**src/rtl/sense_thr_pkg.sv**
```systemverilog
// Function
// RQ1 - effective touch threshold is register value times four plus four, 4 to 1024
// RQ2 - touch threshold copied from programmed bank 1 at start up, then register only
// RQ3 - movement threshold copied from programmed bank 1 at start up, then register only
// RQ4 - movement threshold of zero makes movement trigger on every evaluation
// RQ5 - proximity threshold loaded from programmed bank 1 at start up, then register only
// RQ6 - proximity threshold held within 4..10, or 8..14 when select pin high outside I2C; code clamps only on load and write, reset gives 4 in both spans
// RQ7 - host keeps drift tracking value low, 0 to 255, reset value 3
// RQ8 - per-channel sensitivity multiplier field of 0 to 15 scales sensitivity
// RQ9 - proximity threshold in low four bits, upper four reserved, read zero
package sense_thr_pkg;
	// register map
	localparam logic [7:0] move_level_addr       = 8'h09;
	localparam logic [7:0] touch_level_addr      = 8'h0a;
	localparam logic [7:0] near_level_addr       = 8'h0b;
	localparam logic [7:0] drift_tracking_addr   = 8'h0c;
	localparam logic [7:0] first_scaling_addr    = 8'h0d;
	localparam logic [7:0] first_trim_addr       = 8'h0e;
	localparam logic [7:0] second_scaling_addr   = 8'h0f;
	localparam logic [7:0] second_trim_addr      = 8'h10;

	// reset values
	localparam logic [7:0] drift_tracking_rst    = 8'h03;
	localparam logic [7:0] level_rst             = 8'h00;

	// proximity spans
	localparam logic [3:0] near_low_min          = 4'h4;
	localparam logic [3:0] near_low_max          = 4'ha;
	localparam logic [3:0] near_high_min         = 4'h8;
	localparam logic [3:0] near_high_max         = 4'he;

	// field layout
	localparam int         sens_lsb              = 0;
	localparam int         sens_msb              = 3;
	localparam int         comp_lsb              = 4;
	localparam int         comp_msb              = 5;
	localparam logic [10:0] touch_offset         = 11'h004;
	localparam int          touch_shift          = 2;

	// i2c
	localparam logic [6:0] dev_addr_default      = 7'h2a; // arbitrary value
	localparam logic [3:0] byte_bits             = 4'h8;
	localparam logic [3:0] last_tx_bit           = 4'h7;

	// bank 1 programmed values, loaded once at start up
	typedef struct packed {
		logic [7:0] touch_level;
		logic [7:0] move_level;
		logic [3:0] near_level;
	} otp_bank_s;

	// live settings for the sensing engine
	typedef struct packed {
		logic [10:0] touch_threshold;
		logic [7:0]  move_level;
		logic        move_always;
		logic [3:0]  near_level;
		logic [7:0]  drift_rate;
		logic [3:0]  first_sens_mult;
		logic [1:0]  first_comp_mult;
		logic [7:0]  first_trim;
		logic [3:0]  second_sens_mult;
		logic [1:0]  second_comp_mult;
		logic [7:0]  second_trim;
	} sense_cfg_s;

	typedef enum logic [2:0] {
		st_idle, st_addr, st_ack, st_ptr, st_wr, st_rd, st_rack
	} i2c_state_e;
endpackage

```
**src/rtl/sensing_threshold_registers.sv**
```systemverilog
`timescale 1ns/1ps
module sensing_threshold_registers #(
	parameter logic [6:0] dev_addr = sense_thr_pkg::dev_addr_default
) (
	// clock and reset
	input  wire logic                     clk,
	input  wire logic                     rst,
	// start up load from programmed bank 1
	input  wire logic                     otp_load,
	input  wire sense_thr_pkg::otp_bank_s otp_bank,
	// mode and strap
	input  wire logic                     i2c_mode,
	input  wire logic                     threshold_select_pin,
	// i2c pins, open drain
	input  wire logic                     scl_in,
	input  wire logic                     sda_in,
	output logic                          sda_out,
	output logic                          sda_oe,
	// settings to the sensing engine
	output sense_thr_pkg::sense_cfg_s     cfg
);
	logic [2:0]               scl_sync_ff;
	logic [2:0]               sda_sync_ff;
	logic [1:0]               sel_sync_ff;
	logic                     scl_rise;
	logic                     scl_fall;
	logic                     start_cond;
	logic                     stop_cond;
	sense_thr_pkg::i2c_state_e state_ff;
	sense_thr_pkg::i2c_state_e after_ff;
	logic [7:0]               shift_ff;
	logic [3:0]               cnt_ff;
	logic [7:0]               ptr_ff;
	logic                     sda_oe_ff;
	logic                     wr_stb;
	logic [7:0]               rd_data;
	logic                     high_span;
	logic [7:0]               touch_ff;
	logic [7:0]               move_ff;
	logic [3:0]               near_ff;
	logic [7:0]               drift_ff;
	logic [5:0]               first_scale_ff;
	logic [5:0]               second_scale_ff;
	logic [7:0]               first_trim_ff;
	logic [7:0]               second_trim_ff;
	sense_thr_pkg::sense_cfg_s cfg_ff;

	function automatic logic [3:0] clamp_near(input logic [7:0] val, input logic hi);
		logic [3:0] lo_lim;
		logic [3:0] hi_lim;
		lo_lim = hi ? sense_thr_pkg::near_high_min : sense_thr_pkg::near_low_min;
		hi_lim = hi ? sense_thr_pkg::near_high_max : sense_thr_pkg::near_low_max;
		if (val < {4'h0, lo_lim})
			clamp_near = lo_lim;
		else if (val > {4'h0, hi_lim})
			clamp_near = hi_lim;
		else
			clamp_near = val[3:0];
	endfunction

	// pin synchronisers
	always_ff @(posedge clk or posedge rst) begin
		if (rst) begin
			scl_sync_ff <= 3'b111;
			sda_sync_ff <= 3'b111;
			sel_sync_ff <= 2'b00;
		end else begin
			scl_sync_ff <= {scl_sync_ff[1:0], scl_in};
			sda_sync_ff <= {sda_sync_ff[1:0], sda_in};
			sel_sync_ff <= {sel_sync_ff[0], threshold_select_pin};
		end
	end

	assign scl_rise   = scl_sync_ff[1] & ~scl_sync_ff[2];
	assign scl_fall   = ~scl_sync_ff[1] & scl_sync_ff[2];
	assign start_cond = scl_sync_ff[1] & scl_sync_ff[2] & ~sda_sync_ff[1] & sda_sync_ff[2];
	assign stop_cond  = scl_sync_ff[1] & scl_sync_ff[2] & sda_sync_ff[1] & ~sda_sync_ff[2];
	assign high_span  = sel_sync_ff[1] & ~i2c_mode; // [RQ6]
	assign wr_stb     = scl_fall && (state_ff == sense_thr_pkg::st_wr)
	                    && (cnt_ff == sense_thr_pkg::byte_bits);

	// register read mux, reserved bits zero
	always_comb begin
		case (ptr_ff)
			sense_thr_pkg::move_level_addr:     rd_data = move_ff;
			sense_thr_pkg::touch_level_addr:    rd_data = touch_ff;
			sense_thr_pkg::near_level_addr:     rd_data = {4'h0, near_ff}; // [RQ9]
			sense_thr_pkg::drift_tracking_addr: rd_data = drift_ff;
			sense_thr_pkg::first_scaling_addr:  rd_data = {2'b00, first_scale_ff};
			sense_thr_pkg::first_trim_addr:     rd_data = first_trim_ff;
			sense_thr_pkg::second_scaling_addr: rd_data = {2'b00, second_scale_ff};
			sense_thr_pkg::second_trim_addr:    rd_data = second_trim_ff;
			default:                            rd_data = 8'h00;
		endcase
	end

	// i2c slave protocol
	always_ff @(posedge clk or posedge rst) begin
		if (rst) begin
			state_ff  <= sense_thr_pkg::st_idle;
			after_ff  <= sense_thr_pkg::st_idle;
			shift_ff  <= 8'h00;
			cnt_ff    <= 4'h0;
			ptr_ff    <= 8'h00;
			sda_oe_ff <= 1'b0;
		end else if (start_cond) begin
			state_ff  <= sense_thr_pkg::st_addr;
			cnt_ff    <= 4'h0;
			sda_oe_ff <= 1'b0;
		end else if (stop_cond) begin
			state_ff  <= sense_thr_pkg::st_idle;
			sda_oe_ff <= 1'b0;
		end else if (scl_rise) begin
			case (state_ff)
				sense_thr_pkg::st_addr, sense_thr_pkg::st_ptr, sense_thr_pkg::st_wr: begin
					shift_ff <= {shift_ff[6:0], sda_sync_ff[1]};
					cnt_ff   <= cnt_ff + 4'h1;
				end
				sense_thr_pkg::st_rack: begin
					if (sda_sync_ff[1])
						state_ff <= sense_thr_pkg::st_idle;
				end
				default: begin
				end
			endcase
		end else if (scl_fall) begin
			case (state_ff)
				sense_thr_pkg::st_addr: begin
					if (cnt_ff == sense_thr_pkg::byte_bits) begin
						if (shift_ff[7:1] == dev_addr) begin
							after_ff  <= shift_ff[0] ? sense_thr_pkg::st_rd
							                         : sense_thr_pkg::st_ptr;
							sda_oe_ff <= 1'b1;
							state_ff  <= sense_thr_pkg::st_ack;
						end else begin
							state_ff <= sense_thr_pkg::st_idle;
						end
					end
				end
				sense_thr_pkg::st_ptr: begin
					if (cnt_ff == sense_thr_pkg::byte_bits) begin
						ptr_ff    <= shift_ff;
						after_ff  <= sense_thr_pkg::st_wr;
						sda_oe_ff <= 1'b1;
						state_ff  <= sense_thr_pkg::st_ack;
					end
				end
				sense_thr_pkg::st_wr: begin
					if (cnt_ff == sense_thr_pkg::byte_bits) begin
						ptr_ff    <= ptr_ff + 8'h01;
						after_ff  <= sense_thr_pkg::st_wr;
						sda_oe_ff <= 1'b1;
						state_ff  <= sense_thr_pkg::st_ack;
					end
				end
				sense_thr_pkg::st_ack: begin
					cnt_ff   <= 4'h0;
					state_ff <= after_ff;
					if (after_ff == sense_thr_pkg::st_rd) begin
						shift_ff  <= rd_data;
						sda_oe_ff <= ~rd_data[7];
						ptr_ff    <= ptr_ff + 8'h01;
					end else begin
						sda_oe_ff <= 1'b0;
					end
				end
				sense_thr_pkg::st_rd: begin
					if (cnt_ff == sense_thr_pkg::last_tx_bit) begin
						sda_oe_ff <= 1'b0;
						state_ff  <= sense_thr_pkg::st_rack;
					end else begin
						shift_ff  <= {shift_ff[6:0], 1'b0};
						sda_oe_ff <= ~shift_ff[6];
						cnt_ff    <= cnt_ff + 4'h1;
					end
				end
				sense_thr_pkg::st_rack: begin
					shift_ff  <= rd_data;
					sda_oe_ff <= ~rd_data[7];
					ptr_ff    <= ptr_ff + 8'h01;
					cnt_ff    <= 4'h0;
					state_ff  <= sense_thr_pkg::st_rd;
				end
				default: state_ff <= sense_thr_pkg::st_idle;
			endcase
		end
	end

	// register bank: start up load, then host writes only
	always_ff @(posedge clk or posedge rst) begin
		if (rst) begin
			touch_ff        <= sense_thr_pkg::level_rst;
			move_ff         <= sense_thr_pkg::level_rst;
			near_ff         <= sense_thr_pkg::near_low_min;
			drift_ff        <= sense_thr_pkg::drift_tracking_rst; // [RQ7]
			first_scale_ff  <= 6'h00;
			second_scale_ff <= 6'h00;
			first_trim_ff   <= 8'h00;
			second_trim_ff  <= 8'h00;
		end else if (otp_load) begin
			touch_ff <= otp_bank.touch_level; // [RQ2]
			move_ff  <= otp_bank.move_level; // [RQ3]
			near_ff  <= clamp_near({4'h0, otp_bank.near_level}, high_span); // [RQ5]
		end else if (wr_stb) begin
			case (ptr_ff)
				sense_thr_pkg::move_level_addr:     move_ff <= shift_ff; // [RQ3]
				sense_thr_pkg::touch_level_addr:    touch_ff <= shift_ff; // [RQ2]
				sense_thr_pkg::near_level_addr:
					near_ff <= clamp_near(shift_ff, high_span); // [RQ6] [RQ9]
				sense_thr_pkg::drift_tracking_addr: drift_ff <= shift_ff;
				sense_thr_pkg::first_scaling_addr:  first_scale_ff <= shift_ff[5:0]; // [RQ8]
				sense_thr_pkg::first_trim_addr:     first_trim_ff <= shift_ff;
				sense_thr_pkg::second_scaling_addr: second_scale_ff <= shift_ff[5:0]; // [RQ8]
				sense_thr_pkg::second_trim_addr:    second_trim_ff <= shift_ff;
				default: begin
				end
			endcase
		end
	end

	// derived settings, registered
	always_ff @(posedge clk or posedge rst) begin
		if (rst) begin
			cfg_ff <= '0;
		end else begin
			cfg_ff.touch_threshold  <= ({3'b000, touch_ff} << sense_thr_pkg::touch_shift)
			                           + sense_thr_pkg::touch_offset; // [RQ1]
			cfg_ff.move_level       <= move_ff;
			cfg_ff.move_always      <= (move_ff == sense_thr_pkg::level_rst); // [RQ4]
			cfg_ff.near_level       <= near_ff; // [RQ6]
			cfg_ff.drift_rate       <= drift_ff;
			cfg_ff.first_sens_mult  <=
				first_scale_ff[sense_thr_pkg::sens_msb:sense_thr_pkg::sens_lsb]; // [RQ8]
			cfg_ff.first_comp_mult  <=
				first_scale_ff[sense_thr_pkg::comp_msb:sense_thr_pkg::comp_lsb];
			cfg_ff.first_trim       <= first_trim_ff;
			cfg_ff.second_sens_mult <=
				second_scale_ff[sense_thr_pkg::sens_msb:sense_thr_pkg::sens_lsb]; // [RQ8]
			cfg_ff.second_comp_mult <=
				second_scale_ff[sense_thr_pkg::comp_msb:sense_thr_pkg::comp_lsb];
			cfg_ff.second_trim      <= second_trim_ff;
		end
	end

	// open drain: only ever pulls low
	always_ff @(posedge clk or posedge rst) begin
		if (rst)
			sda_out <= 1'b0;
		else
			sda_out <= 1'b0;
	end

	assign sda_oe = sda_oe_ff;
	assign cfg    = cfg_ff;
endmodule

```
**config.mk**
```make
export PLATFORM = sky130hd
export DESIGN_NAME = sensing_threshold_registers
export DESIGN_NICKNAME = d
export VERILOG_FILES = /design/src/rtl/sense_thr_pkg.sv /design/src/rtl/sensing_threshold_registers.sv
export SDC_FILE = /design/constraint.sdc
export NUM_CORES = 1
export LEC_CHECK = 0
export ABC_AREA = 0
export BUFFER_PORTS_ARGS = -buffer_cell sky130_fd_sc_hd__buf_2
export CELL_PAD_IN_SITES_DETAIL_PLACEMENT = 0
export CELL_PAD_IN_SITES_GLOBAL_PLACEMENT = 1
export CORE_MARGIN = 2
export CORE_UTILIZATION = 50
export CTS_CLUSTER_SIZE = 28
export DETAILED_ROUTE_END_ITERATION = 10
export PLACE_DENSITY_LB_ADDON = 0.1
export SYNTH_ARGS = -nofsm -noshare
export SYNTH_HDL_FRONTEND = slang
export SYNTH_SLANG_ARGS = --single-unit
```
**constraint.sdc**
```tcl
create_clock -name clk -period 9.2 [get_ports clk]
set_input_delay 0.92 -clock clk [delete_from_list [all_inputs] [get_ports clk]]
set_output_delay 0.92 -clock clk [all_outputs]
set_load 0.02 [all_outputs]
```
# Word-level counts from Yosys, hierarchy flattened
# Cells that the tools add are included.
[totals]
input_bits = 27
reg_bits = 151
wordCells = 185
output_inout_bits = 62
[classes]
muxes = 59
n_addsub = 3
n_lt_le_gt_ge = 4
bitwise_logic = 19
reduce_logical = 33
eq_ne = 39
[ops]
columns = ["operator", "count"]
rows = [
  ["two-way mux 8 bit", 14],
  ["one-hot mux 8 bit (8 select lines)", 1],
  ["== test 8 x 4 -> 1 bit (second input constant)", 7],
  ["two-way mux 4 bit", 14],
  ["two-way mux 3 bit", 14],
  ["one-hot mux 8 bit (4 select lines)", 1],
  ["one-hot mux 8 bit (3 select lines)", 1],
  ["AND reduction 8 bit", 2],
  ["nonzero test 4 bit", 4],
  ["one-hot mux 3 bit (5 select lines)", 1],
  ["AND reduction 3 bit", 5],
  ["== test 3 bit (second input constant)", 4],
  ["!= test 4 bit (second input constant)", 3],
  ["AND reduction 6 bit", 2],
  ["nonzero test 2 bit", 6],
  ["adder 10 x 3 -> 11 bit (second input constant)", 1],
  ["NOT 1 bit", 11],
  ["!= test 2 bit (second input constant)", 5],
  ["!= test 5 bit (second input constant)", 2],
  ["two-way mux 1 bit", 9],
  ["adder 8 x 1 -> 8 bit (second input constant)", 1],
  ["bitwise AND 1 bit", 8],
  ["== test 8 x 5 -> 1 bit (second input constant)", 1],
  ["> comparator 8 x 4 -> 1 bit", 1],
  ["28 further kinds", 39],
]

# Longest topological paths before layout
# Gate-level depths: netlist of the first run.
[depth]
word_depth = 9
depth_mapped = 9
depth_no_buf = 8

# Least setup slack after synthesis of the first run
# No wires, ideal clock.
[synth_timing]
kind = "in2reg"
startpoint = "in i2c_mode"
endpoint = "reg near_ff[2]"
t_required_ps = 9116
slack_ps = 6458
arrival_ps = 2658
stages = 8
path_buffers = 0
cell_sequence = "nor2b_1 > inv_1 > ha_1 > and4b_1 > a311oi_1 > or3b_1 > a31oi_1 > o31ai_1"
[synth_via]
elab_chain_cells = 9
elab_cells_between_ends = 15
cone_classes = "4 x order compare; 9 x mux; 2 x bitwise"
[synth_rtl]
columns = ["element", "line_no", "source"]
rows = [
  ["from (decl)", "sensing_threshold_registers.sv:12", "input wire logic i2c_mode,"],
  ["NOT 1 bit (*)", "sensing_threshold_registers.sv:78", "assign high_span = sel_sync_ff[1] & ~i2c_mode;"],
  ["bitwise AND 1 bit (*)", "sensing_threshold_registers.sv:78", ""],
  ["two-way mux 3 bit", "sensing_threshold_registers.sv:52", "hi_lim = hi ? sense_thr_pkg::near_high_max : sense_thr_pkg::near_low_max;"],
  ["> comparator 8 x 4 -> 1 bit", "sensing_threshold_registers.sv:55", "else if (val > {4'h0, hi_lim})"],
  ["two-way mux 4 bit", "sensing_threshold_registers.sv:55", ""],
  ["two-way mux 4 bit", "sensing_threshold_registers.sv:53", "if (val < {4'h0, lo_lim})"],
  ["two-way mux 4 bit", "sensing_threshold_registers.sv:205", "case (ptr_ff)"],
  ["two-way mux 4 bit", "sensing_threshold_registers.sv:204", "end else if (wr_stb) begin"],
  ["two-way mux 4 bit (*)", "sensing_threshold_registers.sv:200", "end else if (otp_load) begin"],
  ["to (signal assigned)", "sensing_threshold_registers.sv:194", "near_ff <= sense_thr_pkg::near_low_min;"],
  ["to (signal assigned)", "sensing_threshold_registers.sv:203", "near_ff <= clamp_near({4'h0, otp_bank.near_level}, high_span);"],
  ["to (signal assigned)", "sensing_threshold_registers.sv:209", "near_ff <= clamp_near(shift_ff, high_span);"],
  ["to (decl)", "sensing_threshold_registers.sv:40", "logic [3:0] near_ff;"],
]
# Every way passes the cells marked *; elsewhere a longest branch is shown, timed or not. The select of a mux whose other input is x is not followed.
# A chain may end at the register's enable or synchronous reset.

# Worst setup path after layout of the first run
[layout_timing]
startpoint = "reg scl_sync_ff[2]"
endpoint = "reg shift_ff[1]"
[layout_via]
elab_chain_cells = 5
elab_cells_between_ends = 17
cone_classes = "3 x eq/ne; 1 x mux; 10 x bitwise; 3 x reduce/logical"
[layout_rtl]
columns = ["element", "line_no", "source"]
rows = [
  ["from (decl)", "sensing_threshold_registers.sv:22", "logic [2:0] scl_sync_ff;"],
  ["from (signal assigned)", "sensing_threshold_registers.sv:68", "scl_sync_ff <= {scl_sync_ff[1:0], scl_in};"],
  ["bitwise AND 1 bit", "sensing_threshold_registers.sv:76, sensing_threshold_registers.sv:77", ""],
  ["bitwise AND 1 bit, on equally long branches (2 in series)", "sensing_threshold_registers.sv:77, sensing_threshold_registers.sv:76", ""],
  ["NOT 1 bit (no source line)", "-", ""],
  ["AND reduction 7 bit (no source line)", "-", ""],
  ["to (signal assigned)", "sensing_threshold_registers.sv:116", "shift_ff <= {shift_ff[6:0], sda_sync_ff[1]};"],
  ["to (signal assigned)", "sensing_threshold_registers.sv:160", "shift_ff <= rd_data;"],
  ["to (signal assigned)", "sensing_threshold_registers.sv:172", "shift_ff <= {shift_ff[6:0], 1'b0};"],
  ["to (decl)", "sensing_threshold_registers.sv:31", "logic [7:0] shift_ff;"],
]
# Several ways; a longest one is shown, not always the timed one.

==> impl_metrics.py, run 1 <==
metrics = {
    "outcome": {
        "status": "finished, final reports clean",
    },
    "setup_path": {
        "slowest_stage": "a311oi_4",
        "path_max_fanout": 16,
        "required_ps": 9550,
        "worst_r2r_path_depth": 7,
        "cp-endpoint": "shift_ff[1]",
        "rr_endpoint": "shift_ff[1]",
        "cpLargestDelayFamily": "compound AO/OA/AOI/OAI gates",
        "crit_path_end_kind": "register",
        "crit_start": "scl_sync_ff[2]",
        "path_buf_inv": 1,
        "start_kind": "register",
        "r2r-start": "scl_sync_ff[2]",
        "crit_type": "register to register",
        "path_cells": "inv_1 > ha_1 > or3b_1 > a21o_1 > a311oi_4 > nand2_1 > o211ai_1",
        "cp.depth": 7,
        "crit_arrival_ps": 3240,
        "slowest_delay_ps": 650,
        "r2r_slack_ps": 6310,
    },
    "power_and_ir_drop": {
        "vdd_drop_max_mv": 0.1327,
        "power_w": 0.001598,
        "p_int_w": 0.001192,
        "power.switching_w": 0.0004061,
        "p_per_area_nw_per_um2": 197.4,
        "swShare": 0.2541,
        "p_clk_frac": 0.443,
        "p_leak_nw": 3.794,
        "p_comb_frac": 0.094,
        "seqPwrFrac": 0.463,
    },
    "sta": {
        "fin_crit_ps": 2891,
        "slew_headroom": 0.2693,
        "max_freq_mhz": 345.9,
        "rsz0062_at_grt": "false",
        "worstMarginPinSlew_ps": 1081,
        "setup_viol": 0,
        "finalHoldViolCount": 0,
        "fin_worst_skew_ps": 9.820,
        "fin_crit_sh": 0.3142,
        "fin_setup_tns_ps": 0,
        "slew_viol_final": 0,
    },
    "route": {
        "wl_met3_um": 708,
        "drt-pass1-iter-count": 7,
        "dr_wl_met2_mm": 8.499,
        "drt_iter0_drc": 329,
        "dr.max_layer_used": "met4",
        "vias": 5082,
        "routedWlPerCell_um": 19.54,
        "ant_nets": 0,
        "drt_wl_total_mm": 17.18,
        "viasPerCell": 5.782,
        "wl_met1_mm": 7.488,
        "drc": 0,
    },
    "job": {
        "maxCapViolCount": 0,
    },
    "synth": {
        "synth_area_um2": 6954,
        "synth-simple-area-share": 0.1411,
        "synthFlopType": "dfrtp_1",
        "ys_types": 73,
        "yosysSeqAreaShare": 0.5378,
        "synth.mux.area_fraction": 0.1159,
        "avgSynthCellArea_um2": 11.36,
        "synthCells": 612,
        "ys_seq_elements": 149,
        "synthTopCellsByArea": "dfrtp_1 (50%), mux2_2 (7.1%), mux2i_1 (4.5%), dfstp_2 (3.4%), ha_1 (3.1%)",
        "synth-xor-area-share": 0.008816,
        "synth_top_family_by_area": "simple AND/OR/NAND/NOR gates",
        "synth_compound_area_frac": 0.1303,
        "synthArstFlopShare": 1.000,
        "yosysWarnings": 0,
        "synth_adder_area_share": 0.03203,
        "synth_edf_count": 0,
        "yosysTopAreaCellShare": 0.5038,
        "synth_top_area_cell": "dfrtp_1",
    },
    "clock_network": {
        "cts-buffers-inserted": 17,
        "postCtsSetupRepairBufs": 0,
        "cts_resized": 0,
        "clockBufferDepth": 2,
        "cts_hold_buf": 0,
        "cts_root_buf": "clkbuf_16",
        "path_clk_slew_ps": 60,
        "clk_latency_ps": 440,
        "clock_sinks": 149,
        "h-tree-depth": 4,
        "cts_tree": "yes",
    },
    "die": {
        "initial_core_util": 0.5069,
        "pin_count": 89,
        "die_w_um": 121.9,
        "die-area_um2": 14870,
        "core_um2": 13720,
        "die_h_um": 121.9,
        "rows": 43,
    },
    "cells_and_area": {
        "num-fill-cells": 1177,
        "syn_to_final_growth_pct": 16.44,
        "drive_above_1_share": 0.2690,
        "n_antenna_cell": 0,
        "nets": 730,
    },
    "global_routing": {
        "grt_use_total": 0.2490,
        "gr-total-overflow": 0,
        "antenna_found_initial": 0,
        "grt_max_degree": 85,
        "grt_pass1_wl_mm": 27.64,
        "grt_pass1_vias": 5191,
    },
    "place": {
        "io_buffer_count": 85,
        "place_hpwl_mm": 11.96,
        "gp_congestion": 0.7911,
    },
    "hold_path": {
        "hold_path.class": "register to register",
        "hold_depth": 0,
    },
}
[kinds of logic (layout without fill, tap and decap cells)]
logic type               Yosys count  in the layout
AO/OA/AOI/OAI                    133            133
XOR/XNOR                           7              7
adder cells (fa/ha/maj)           18             18
buffers and inverters             56            141
flip-flops                       149            149
multiplexers                      75             75
other                              1              3
AND/OR/NAND/NOR                  173            173
[worst register-to-register path, cell delays in order (launching register included)]
cell and delay, ps:
dfstp_2 550, inv_1 40, ha_1 330, or3b_1 530, a21o_1 230, a311oi_4 650, nand2_1 240, o211ai_1 230
[how the worst min path moves through the flow]
| stage | startpoint | to |
|---|---|---|
| after CTS | sda_sync_ff[0] | sda_sync_ff[1] |
| after global routing | sda_sync_ff[0] | sda_sync_ff[1] |
| after floorplan | sel_sync_ff[0] | sel_sync_ff[1] |
| final | sda_sync_ff[0] | sda_sync_ff[1] |
| after detailed placement | sel_sync_ff[0] | sel_sync_ff[1] |
| after global placement | sel_sync_ff[0] | sel_sync_ff[1] |
[cell usage after synthesis, drive strengths merged, types with 7 or more instances]
cell type,number
ha,17
inv,20
mux2,44
buf,11
o21ai,38
and3,8
nand3,19
dfrtp,140
nand2b,9
clkbuf,25
mux2i,31
nand2,48
dfstp,9
nor2b,10
nor3,10
a21oi,22
nor2,23
a31oi,7
a22o,12
[final cells by class]
class / instances / area [um^2] / area share
Clock buffer: 20 / 456.7 / 0.05640
Clock inverter: 12 / 152.6 / 0.01885
Tap cell: 180 / 225.2 / 0.02781
Multi-Input combinational cell: 409 / 2988 / 0.3690
Inverter: 20 / 80.08 / 0.009889
Sequential cell: 149 / 3740 / 0.4618
Timing Repair Buffer: 89 / 455.4 / 0.05624
[layer usage]
metal  GRT usage  up-vias
li1            -     2367
met1      0.3199     2563
met2      0.4033      119
met3     0.06039       33
met4      0.1078        0
met5           0        -
[layout by cell type (no fill, tap or decap), types with 5 or more instances in the layout]
cell type,n
a31oi_1,7
inv_1,19
mux2_2,44
nand2_1,48
nor2_1,21
nor3_1,9
a21oi_1,22
o21ai_0,25
o211ai_1,6
dfrtp_1,140
nand2b_1,9
dfstp_2,9
clkbuf_16,17
nand3_1,18
a22o_1,12
o21ai_1,13
buf_2,85
and2_1,5
nand4_1,6
mux2i_1,31
a22oi_1,6
a221oi_1,5
and3_1,8
o22ai_1,6
nor2b_1,10
ha_1,17
[state kept, by name, summed over array words and instances, names as in the netlist, 4 cells and up]
name	cells
cnt_ff	4
first_scale_ff	6
drift_ff	8
near_ff	4
cfg	58
shift_ff	8
touch_ff	8
second_trim_ff	8
second_scale_ff	6
ptr_ff	8
first_trim_ff	8
move_ff	8
[per-stage QoR]
stage	hold slack (ps)	cell area, um^2	std cells	setup slack, ps	utilization
floorplan	331.2	6962	614	4287	-
global placement	346.3	7488	847	6108	0.5458
detailed placement	344.9	7488	847	6061	0.5458
CTS	357.6	8098	879	6284	0.5902
global route	363.1	8098	879	5928	0.5902
finish	355.1	8098	879	6309	0.5902
[power groups by stage]
stage               Sequential [W]  Clock [W]  Combinational, W
global placement          0.000751          0          0.000148
floorplan                 0.000736          0          0.000108
global route              0.000746   0.000750          0.000169
finish                    0.000741   0.000708          0.000150
detailed placement        0.000753          0          0.000151
CTS                       0.000741   0.000719          0.000151
No activity file was read; power rests on OpenSTA's default activity.
==> inputs of run 2 (changes only) <==
--- a/config.mk
+++ b/config.mk
@@ -5,12 +5,12 @@
 export SDC_FILE = /design/constraint.sdc
 export NUM_CORES = 1
 export LEC_CHECK = 0
-export ABC_AREA = 0
+export ABC_AREA = 1
 export BUFFER_PORTS_ARGS = -buffer_cell sky130_fd_sc_hd__buf_2
 export CELL_PAD_IN_SITES_DETAIL_PLACEMENT = 0
 export CELL_PAD_IN_SITES_GLOBAL_PLACEMENT = 1
 export CORE_MARGIN = 2
-export CORE_UTILIZATION = 50
+export CORE_UTILIZATION = 43
 export CTS_CLUSTER_SIZE = 28
 export DETAILED_ROUTE_END_ITERATION = 10
 export PLACE_DENSITY_LB_ADDON = 0.1
==> constraint.sdc (replaced) <==
create_clock -name clk -period 2.9 [get_ports clk]
set_input_delay 0.29 -clock clk [delete_from_list [all_inputs] [get_ports clk]]
set_output_delay 0.29 -clock clk [all_outputs]
set_load 0.02 [all_outputs]
==> impl_metrics.py, run 2 <==
metrics = {
    "outcome": {
        "status": "finished, final reports clean",
    },
    "cells_and_area": {
        "num-fill-cells": 1535,
        "drive_above_1_share": 0.1615,
        "syn_to_final_growth_pct": 19.31,
        "finalNonFillerCells": 1126,
        "final_common_cell": "nand2_1",
        "largest_reg_flops": 58,
        "mostFrequentLayoutCells": "nand2_1 (209), dfrtp_1 (140), nor2_1 (85), buf_2 (85), inv_1 (70)",
        "multi_input_area_um2": 2746,
        "nets": 941,
        "n_antenna_cell": 0,
        "utilization": 0.5205,
        "regArea_um2": 3740,
    },
    "synth": {
        "yosysWarnings": 0,
        "ys_types": 33,
        "ys_seq_elements": 149,
        "yosysMostFrequentCell": "nand2_1",
        "synthTopCellsByCount": "nand2_1 (209), dfrtp_1 (140), nor2_1 (85), inv_1 (71), nand3_1 (66)",
        "avgSynthCellArea_um2": 8.557,
        "yosysTopAreaCellShare": 0.5111,
        "synthTopCellsByArea": "dfrtp_1 (51%), nand2_1 (11%), nand3_1 (4.8%), nor2_1 (4.7%), inv_1 (3.9%)",
        "synth_area_um2": 6854,
        "synthCells": 801,
        "synthArstFlopShare": 1.000,
        "synth_edf_count": 0,
        "synthFlopType": "dfrtp_1",
        "yosysSeqAreaShare": 0.5456,
        "synth_top_area_cell": "dfrtp_1",
    },
    "route": {
        "drc": 0,
        "vias": 5690,
        "ant_nets": 0,
        "viasPerCell": 5.053,
        "drt_iter0_drc": 491,
        "drt-pass1-iter-count": 5,
        "routedWlPerCell_um": 15.59,
        "drt_wl_total_mm": 17.56,
    },
    "sta": {
        "fin_worst_skew_ps": 12.59,
        "worstMarginPinSlew_ps": 800.0,
        "slew_viol_final": 0,
        "fin_setup_tns_ps": 0,
        "max_freq_mhz": 425.4,
        "holdWs_ps": 74.31,
        "rsz0062_at_grt": "false",
        "fin_crit_sh": 0.8105,
        "finalHoldViolCount": 0,
        "slew_headroom": 0.4667,
        "fin_crit_ps": 2351,
        "setup_viol": 0,
    },
    "clock_network": {
        "clk_latency_ps": 430,
        "cts_root_buf": "clkbuf_16",
        "clock_sinks": 149,
        "cts-buffers-inserted": 17,
        "postCtsSetupRepairBufs": 0,
        "path_clk_slew_ps": 70,
        "cts_tree": "yes",
        "cts_hold_buf": 3,
        "clockBufferDepth": 2,
        "cts_resized": 0,
        "h-tree-depth": 4,
    },
    "power_and_ir_drop": {
        "p_leak_nw": 4.200,
        "p_per_area_nw_per_um2": 668.3,
        "vdd_drop_max_mv": 0.4012,
    },
    "setup_path": {
        "crit_type": "register to register",
        "worst_r2r_path_depth": 7,
        "timing.critical_path.mode_cell": "nand2_1",
        "path_buf_inv": 1,
        "crit_arrival_ps": 2640,
        "slowest_stage": "nor2_1",
        "r2r_slack_ps": 550,
        "cpLargestDelayFamily": "simple AND/OR/NAND/NOR gates",
        "required_ps": 3190,
        "path_max_fanout": 16,
        "start_kind": "register",
        "cp.depth": 7,
        "slowest_delay_ps": 490,
        "crit_path_end_kind": "register",
        "path_cells": "nor2_1 > buf_4 > nand2_1 > nor2_1 > nand2_1 > nand2_1 > o21ai_1",
    },
    "place": {
        "io_buffer_count": 85,
        "place_inst": 1091,
        "gp_congestion": 0.8626,
        "place_hpwl_mm": 12.53,
    },
    "global_routing": {
        "antenna_found_initial": 0,
        "grt_pass1_vias": 5493,
        "gr-total-overflow": 0,
        "grt_pass1_wl_mm": 28.31,
        "grt_use_total": 0.2185,
        "grt_max_degree": 150,
    },
    "die": {
        "core_um2": 15710,
        "rows": 46,
        "die_w_um": 130.3,
        "initial_core_util": 0.4362,
        "pin_count": 89,
        "die-area_um2": 16970,
        "die_h_um": 130.3,
    },
    "hold_path": {
        "hold_path.class": "input pin to async pin",
    },
    "job": {
        "maxCapViolCount": 0,
    },
}
[run 2: path summary, 6_finish.rpt]
kind,end,startpoint
min reg2reg,sel_sync_ff[1],sel_sync_ff[0]
max in group asynchronous,near_ff[3],rst
min,cfg[21],rst
max reg2reg,drift_ff[4],ptr_ff[6]
max,drift_ff[4],ptr_ff[6]
min in group clk,touch_ff[1],otp_bank[13]
[run 2: kinds of logic (layout without fill, tap and decap cells)]
logic type / Yosys count / in the layout / synth area share
other: 1 / 3 / 0.0005471
buffers and inverters: 95 / 202 / 0.05477
flip-flops: 149 / 149 / 0.5456
AND/OR/NAND/NOR: 408 / 408 / 0.2558
XOR/XNOR: 9 / 9 / 0.01150
adder cells (fa/ha/maj): 17 / 17 / 0.03103
AO/OA/AOI/OAI: 109 / 109 / 0.08178
multiplexers: 13 / 13 / 0.01898
[run 2: through the flow]
stage / total power (W) / area, um^2 / worst slack, ps
3_5_place_dp: 0.003207 / 7532 / 566.7
3_3_place_gp: 0.003189 / 7532 / 538.3
6_report: 0.005465 / 8178 / 549.5
2_1_floorplan: 0.002898 / 6865 / 742.4
5_1_grt: 0.005722 / 8178 / 239.3
4_1_cts: 0.005518 / 8178 / 551.2
[run 2: cell type report]
type                    instances  area share
flip-flops and latches        149      0.4573
multi-input cells             559      0.3358
repair buffers                 95     0.06365
clock buffers                  20     0.05462
inverters                      75     0.03488
well taps                     216     0.03305
clock inverters                12     0.02065
[run 2: worst register-to-register path, stage by stage (launching register included)]
cell     delay (ps)
dfrtp_1         430
nor2_1          160
buf_4           210
nand2_1         260
nor2_1          490
nand2_1         430
nand2_1         150
o21ai_1          80
[run 2: per-layer routing]
metal | part of all wire | vias to the layer above | wire length (um) | global-route usage
li1 | - | 2797 | - | -
met1 | 0.46 | 2697 | 8137 | 0.2971
met2 | 0.47 | 167 | 8271 | 0.3480
met3 | 0.048 | 29 | 837 | 0.04059
met4 | 0.018 | 0 | 311 | 0.08539
met5 | 0 | - | 0 | 0
[run 2: power breakdown]
part | switching [W] | total (W) | internal (W)
clock network | 0.000899 | 0.00229 | 0.00140
logic | 0.000535 | 0.000769 | 0.000234
registers | 0.000150 | 0.00240 | 0.00225
total | 0.00158 | 0.00547 | 0.00388
==> inputs of run 3 (changes only) <==
==> constraint.sdc (replaced) <==
create_clock -name clk -period 2.25 [get_ports clk]
set_input_delay 0.225 -clock clk [delete_from_list [all_inputs] [get_ports clk]]
set_output_delay 0.225 -clock clk [all_outputs]
set_load 0.02 [all_outputs]
==> impl_metrics.py, run 3 (synthesis results as in run 2) <==
metrics = {
    "sta": {
        "fin_crit_sh": 0.9026,
        "layout_setup_ws_ps": 219.1,
        "worstMarginPinSlew_ps": 503.2,
        "rsz0062_at_grt": "false",
        "fin_setup_tns_ps": 0,
        "slew_headroom": 0.6641,
        "slew_viol_final": 0,
        "setup_viol": 0,
        "finalHoldViolCount": 0,
        "fin_crit_ps": 2031,
        "fin_worst_skew_ps": 7.542,
        "max_freq_mhz": 492.4,
    },
    "global_routing": {
        "grt_pass1_wl_mm": 29.10,
        "grt_use_total": 0.2263,
        "grt_max_degree": 55,
        "gr-total-overflow": 0,
        "grt_pass1_vias": 5529,
        "antenna_found_initial": 0,
    },
    "setup_path": {
        "cpLargestDelayFamily": "flip-flops",
        "path_max_fanout": 9,
        "required_ps": 2560,
        "path_buf_inv": 3,
        "crit_arrival_ps": 2340,
        "r2r-start": "scl_sync_ff[2]",
        "slowest_stage": "dfstp_2",
        "slowest_delay_ps": 560,
        "start_kind": "register",
        "path_cells": "inv_1 > ha_1 > buf_4 > o21ai_0 > nand2_1 > inv_2 > nand2_1 > nor2_1 > nor2_1",
        "crit_start": "scl_sync_ff[2]",
        "crit_path_end_kind": "register",
        "crit_type": "register to register",
    },
    "cells_and_area": {
        "mostFrequentLayoutCells": "nand2_1 (208), dfrtp_1 (140), nor2_1 (85), buf_2 (85), inv_1 (70)",
        "nets": 962,
        "n_antenna_cell": 0,
        "drive_above_1_share": 0.1815,
        "final_common_cell": "nand2_1",
        "fin_area_um2": 8329,
        "utilization": 0.5301,
        "largest_reg_flops": 58,
        "syn_to_final_growth_pct": 21.52,
        "finalNonFillerCells": 1147,
    },
    "clock_network": {
        "clk_latency_ps": 420,
        "path_clk_slew_ps": 70,
        "postCtsSetupRepairBufs": 0,
        "clock_sinks": 149,
        "h-tree-depth": 4,
        "cts_root_buf": "clkbuf_16",
        "cts-buffers-inserted": 17,
        "cts_tree": "yes",
        "clockBufferDepth": 2,
    },
    "die": {
        "initial_core_util": 0.4362,
        "rows": 46,
        "pin_count": 89,
        "core_um2": 15710,
        "die_h_um": 130.3,
        "die_w_um": 130.3,
        "die-area_um2": 16970,
    },
    "route": {
        "drt_wl_total_mm": 18.16,
        "routedWlPerCell_um": 15.83,
        "drc": 0,
        "drt-pass1-iter-count": 5,
        "viasPerCell": 5.037,
        "ant_nets": 0,
        "drt_iter0_drc": 421,
        "vias": 5777,
    },
    "power_and_ir_drop": {
        "power.switching_w": 0.002081,
        "swShare": 0.3014,
        "p_int_w": 0.004822,
        "p_comb_frac": 0.147,
        "p_clk_frac": 0.402,
        "seqPwrFrac": 0.451,
        "vdd_drop_max_mv": 0.5360,
        "p_leak_nw": 4.284,
        "p_per_area_nw_per_um2": 828.7,
    },
    "hold_path": {
        "hold_start": "otp_bank[18]",
        "hold_path.class": "input pin to register",
    },
    "place": {
        "dp_slack_ps": 203.9,
        "place_area_um2": 7707,
        "place_hpwl_mm": 13.52,
        "io_buffer_count": 85,
        "gp_congestion": 0.8578,
        "place_inst": 1111,
    },
    "outcome": {
        "status": "finished, final reports clean",
    },
    "job": {
        "maxCapViolCount": 0,
    },
}
## run 3: final timing paths
| check | endpoint | slack (ps) | cells past startpoint |
|---|---|---|---|
| hold reg to reg | sel_sync_ff[1] | 350 | 0 |
| min in group asynchronous | cfg[17] | 360 | 3 |
| setup reg to reg | shift_ff[6] | 220 | 9 |
| hold / removal | touch_ff[6] | 30 | 3 |
| setup / recovery | shift_ff[6] | 220 | 9 |
| max in group asynchronous | sda_sync_ff[2] | 1170 | 5 |
## run 3: final cells by class
type	instances	area, um^2
clock buffers	19	442.9
clock inverters	13	136.4
fillers	1537	7383
inverters	75	285.3
multi-input cells	559	2749
flip-flops and latches	149	3740
well taps	216	270.3
repair buffers	116	705.7
## run 3: worst register-to-register path, delay by kind of cell, from the launching register on
kind                       cells  cell delay [ps]
adders and majority gates      1              230
AOI/OAI and AO/OA              1              200
DFF                            1              560
buffers and inverters          3              460
and+or+nand+nor                4              470
## run 3: per-stage QoR
stage	power, W	hold slack, ps
after floorplan	0.003735	229.5
after global placement	0.004156	250.7
after detailed placement	0.004172	246.0
after CTS	0.006967	28.81
after global routing	0.007237	50.84
final	0.006902	33.68
## run 3: power groups by stage
stage                     registers (W)  clock network [W]  logic, W
after floorplan                 0.00318                  0  0.000551
after global placement          0.00315                  0   0.00100
after detailed placement        0.00316                  0   0.00102
after CTS                       0.00311            0.00283   0.00103
after global routing            0.00314            0.00294   0.00115
final                           0.00311            0.00278   0.00101
## run 3: repair_timing
action	4_1_cts	5_1_grt
endpoints found under the hold margin	18	0
endpoints found under the setup margin	0	4
gates resized for setup	0	1
hold buffers	4	0
## run 3: per-layer routing
metal | up-vias | routed length, um | global-route usage
li1 | 2848 | - | -
met5 | - | 0 | 0
met4 | 0 | 401 | 0.08602
met1 | 2749 | 8424 | 0.3048
met3 | 28 | 724 | 0.03977
met2 | 152 | 8612 | 0.3671
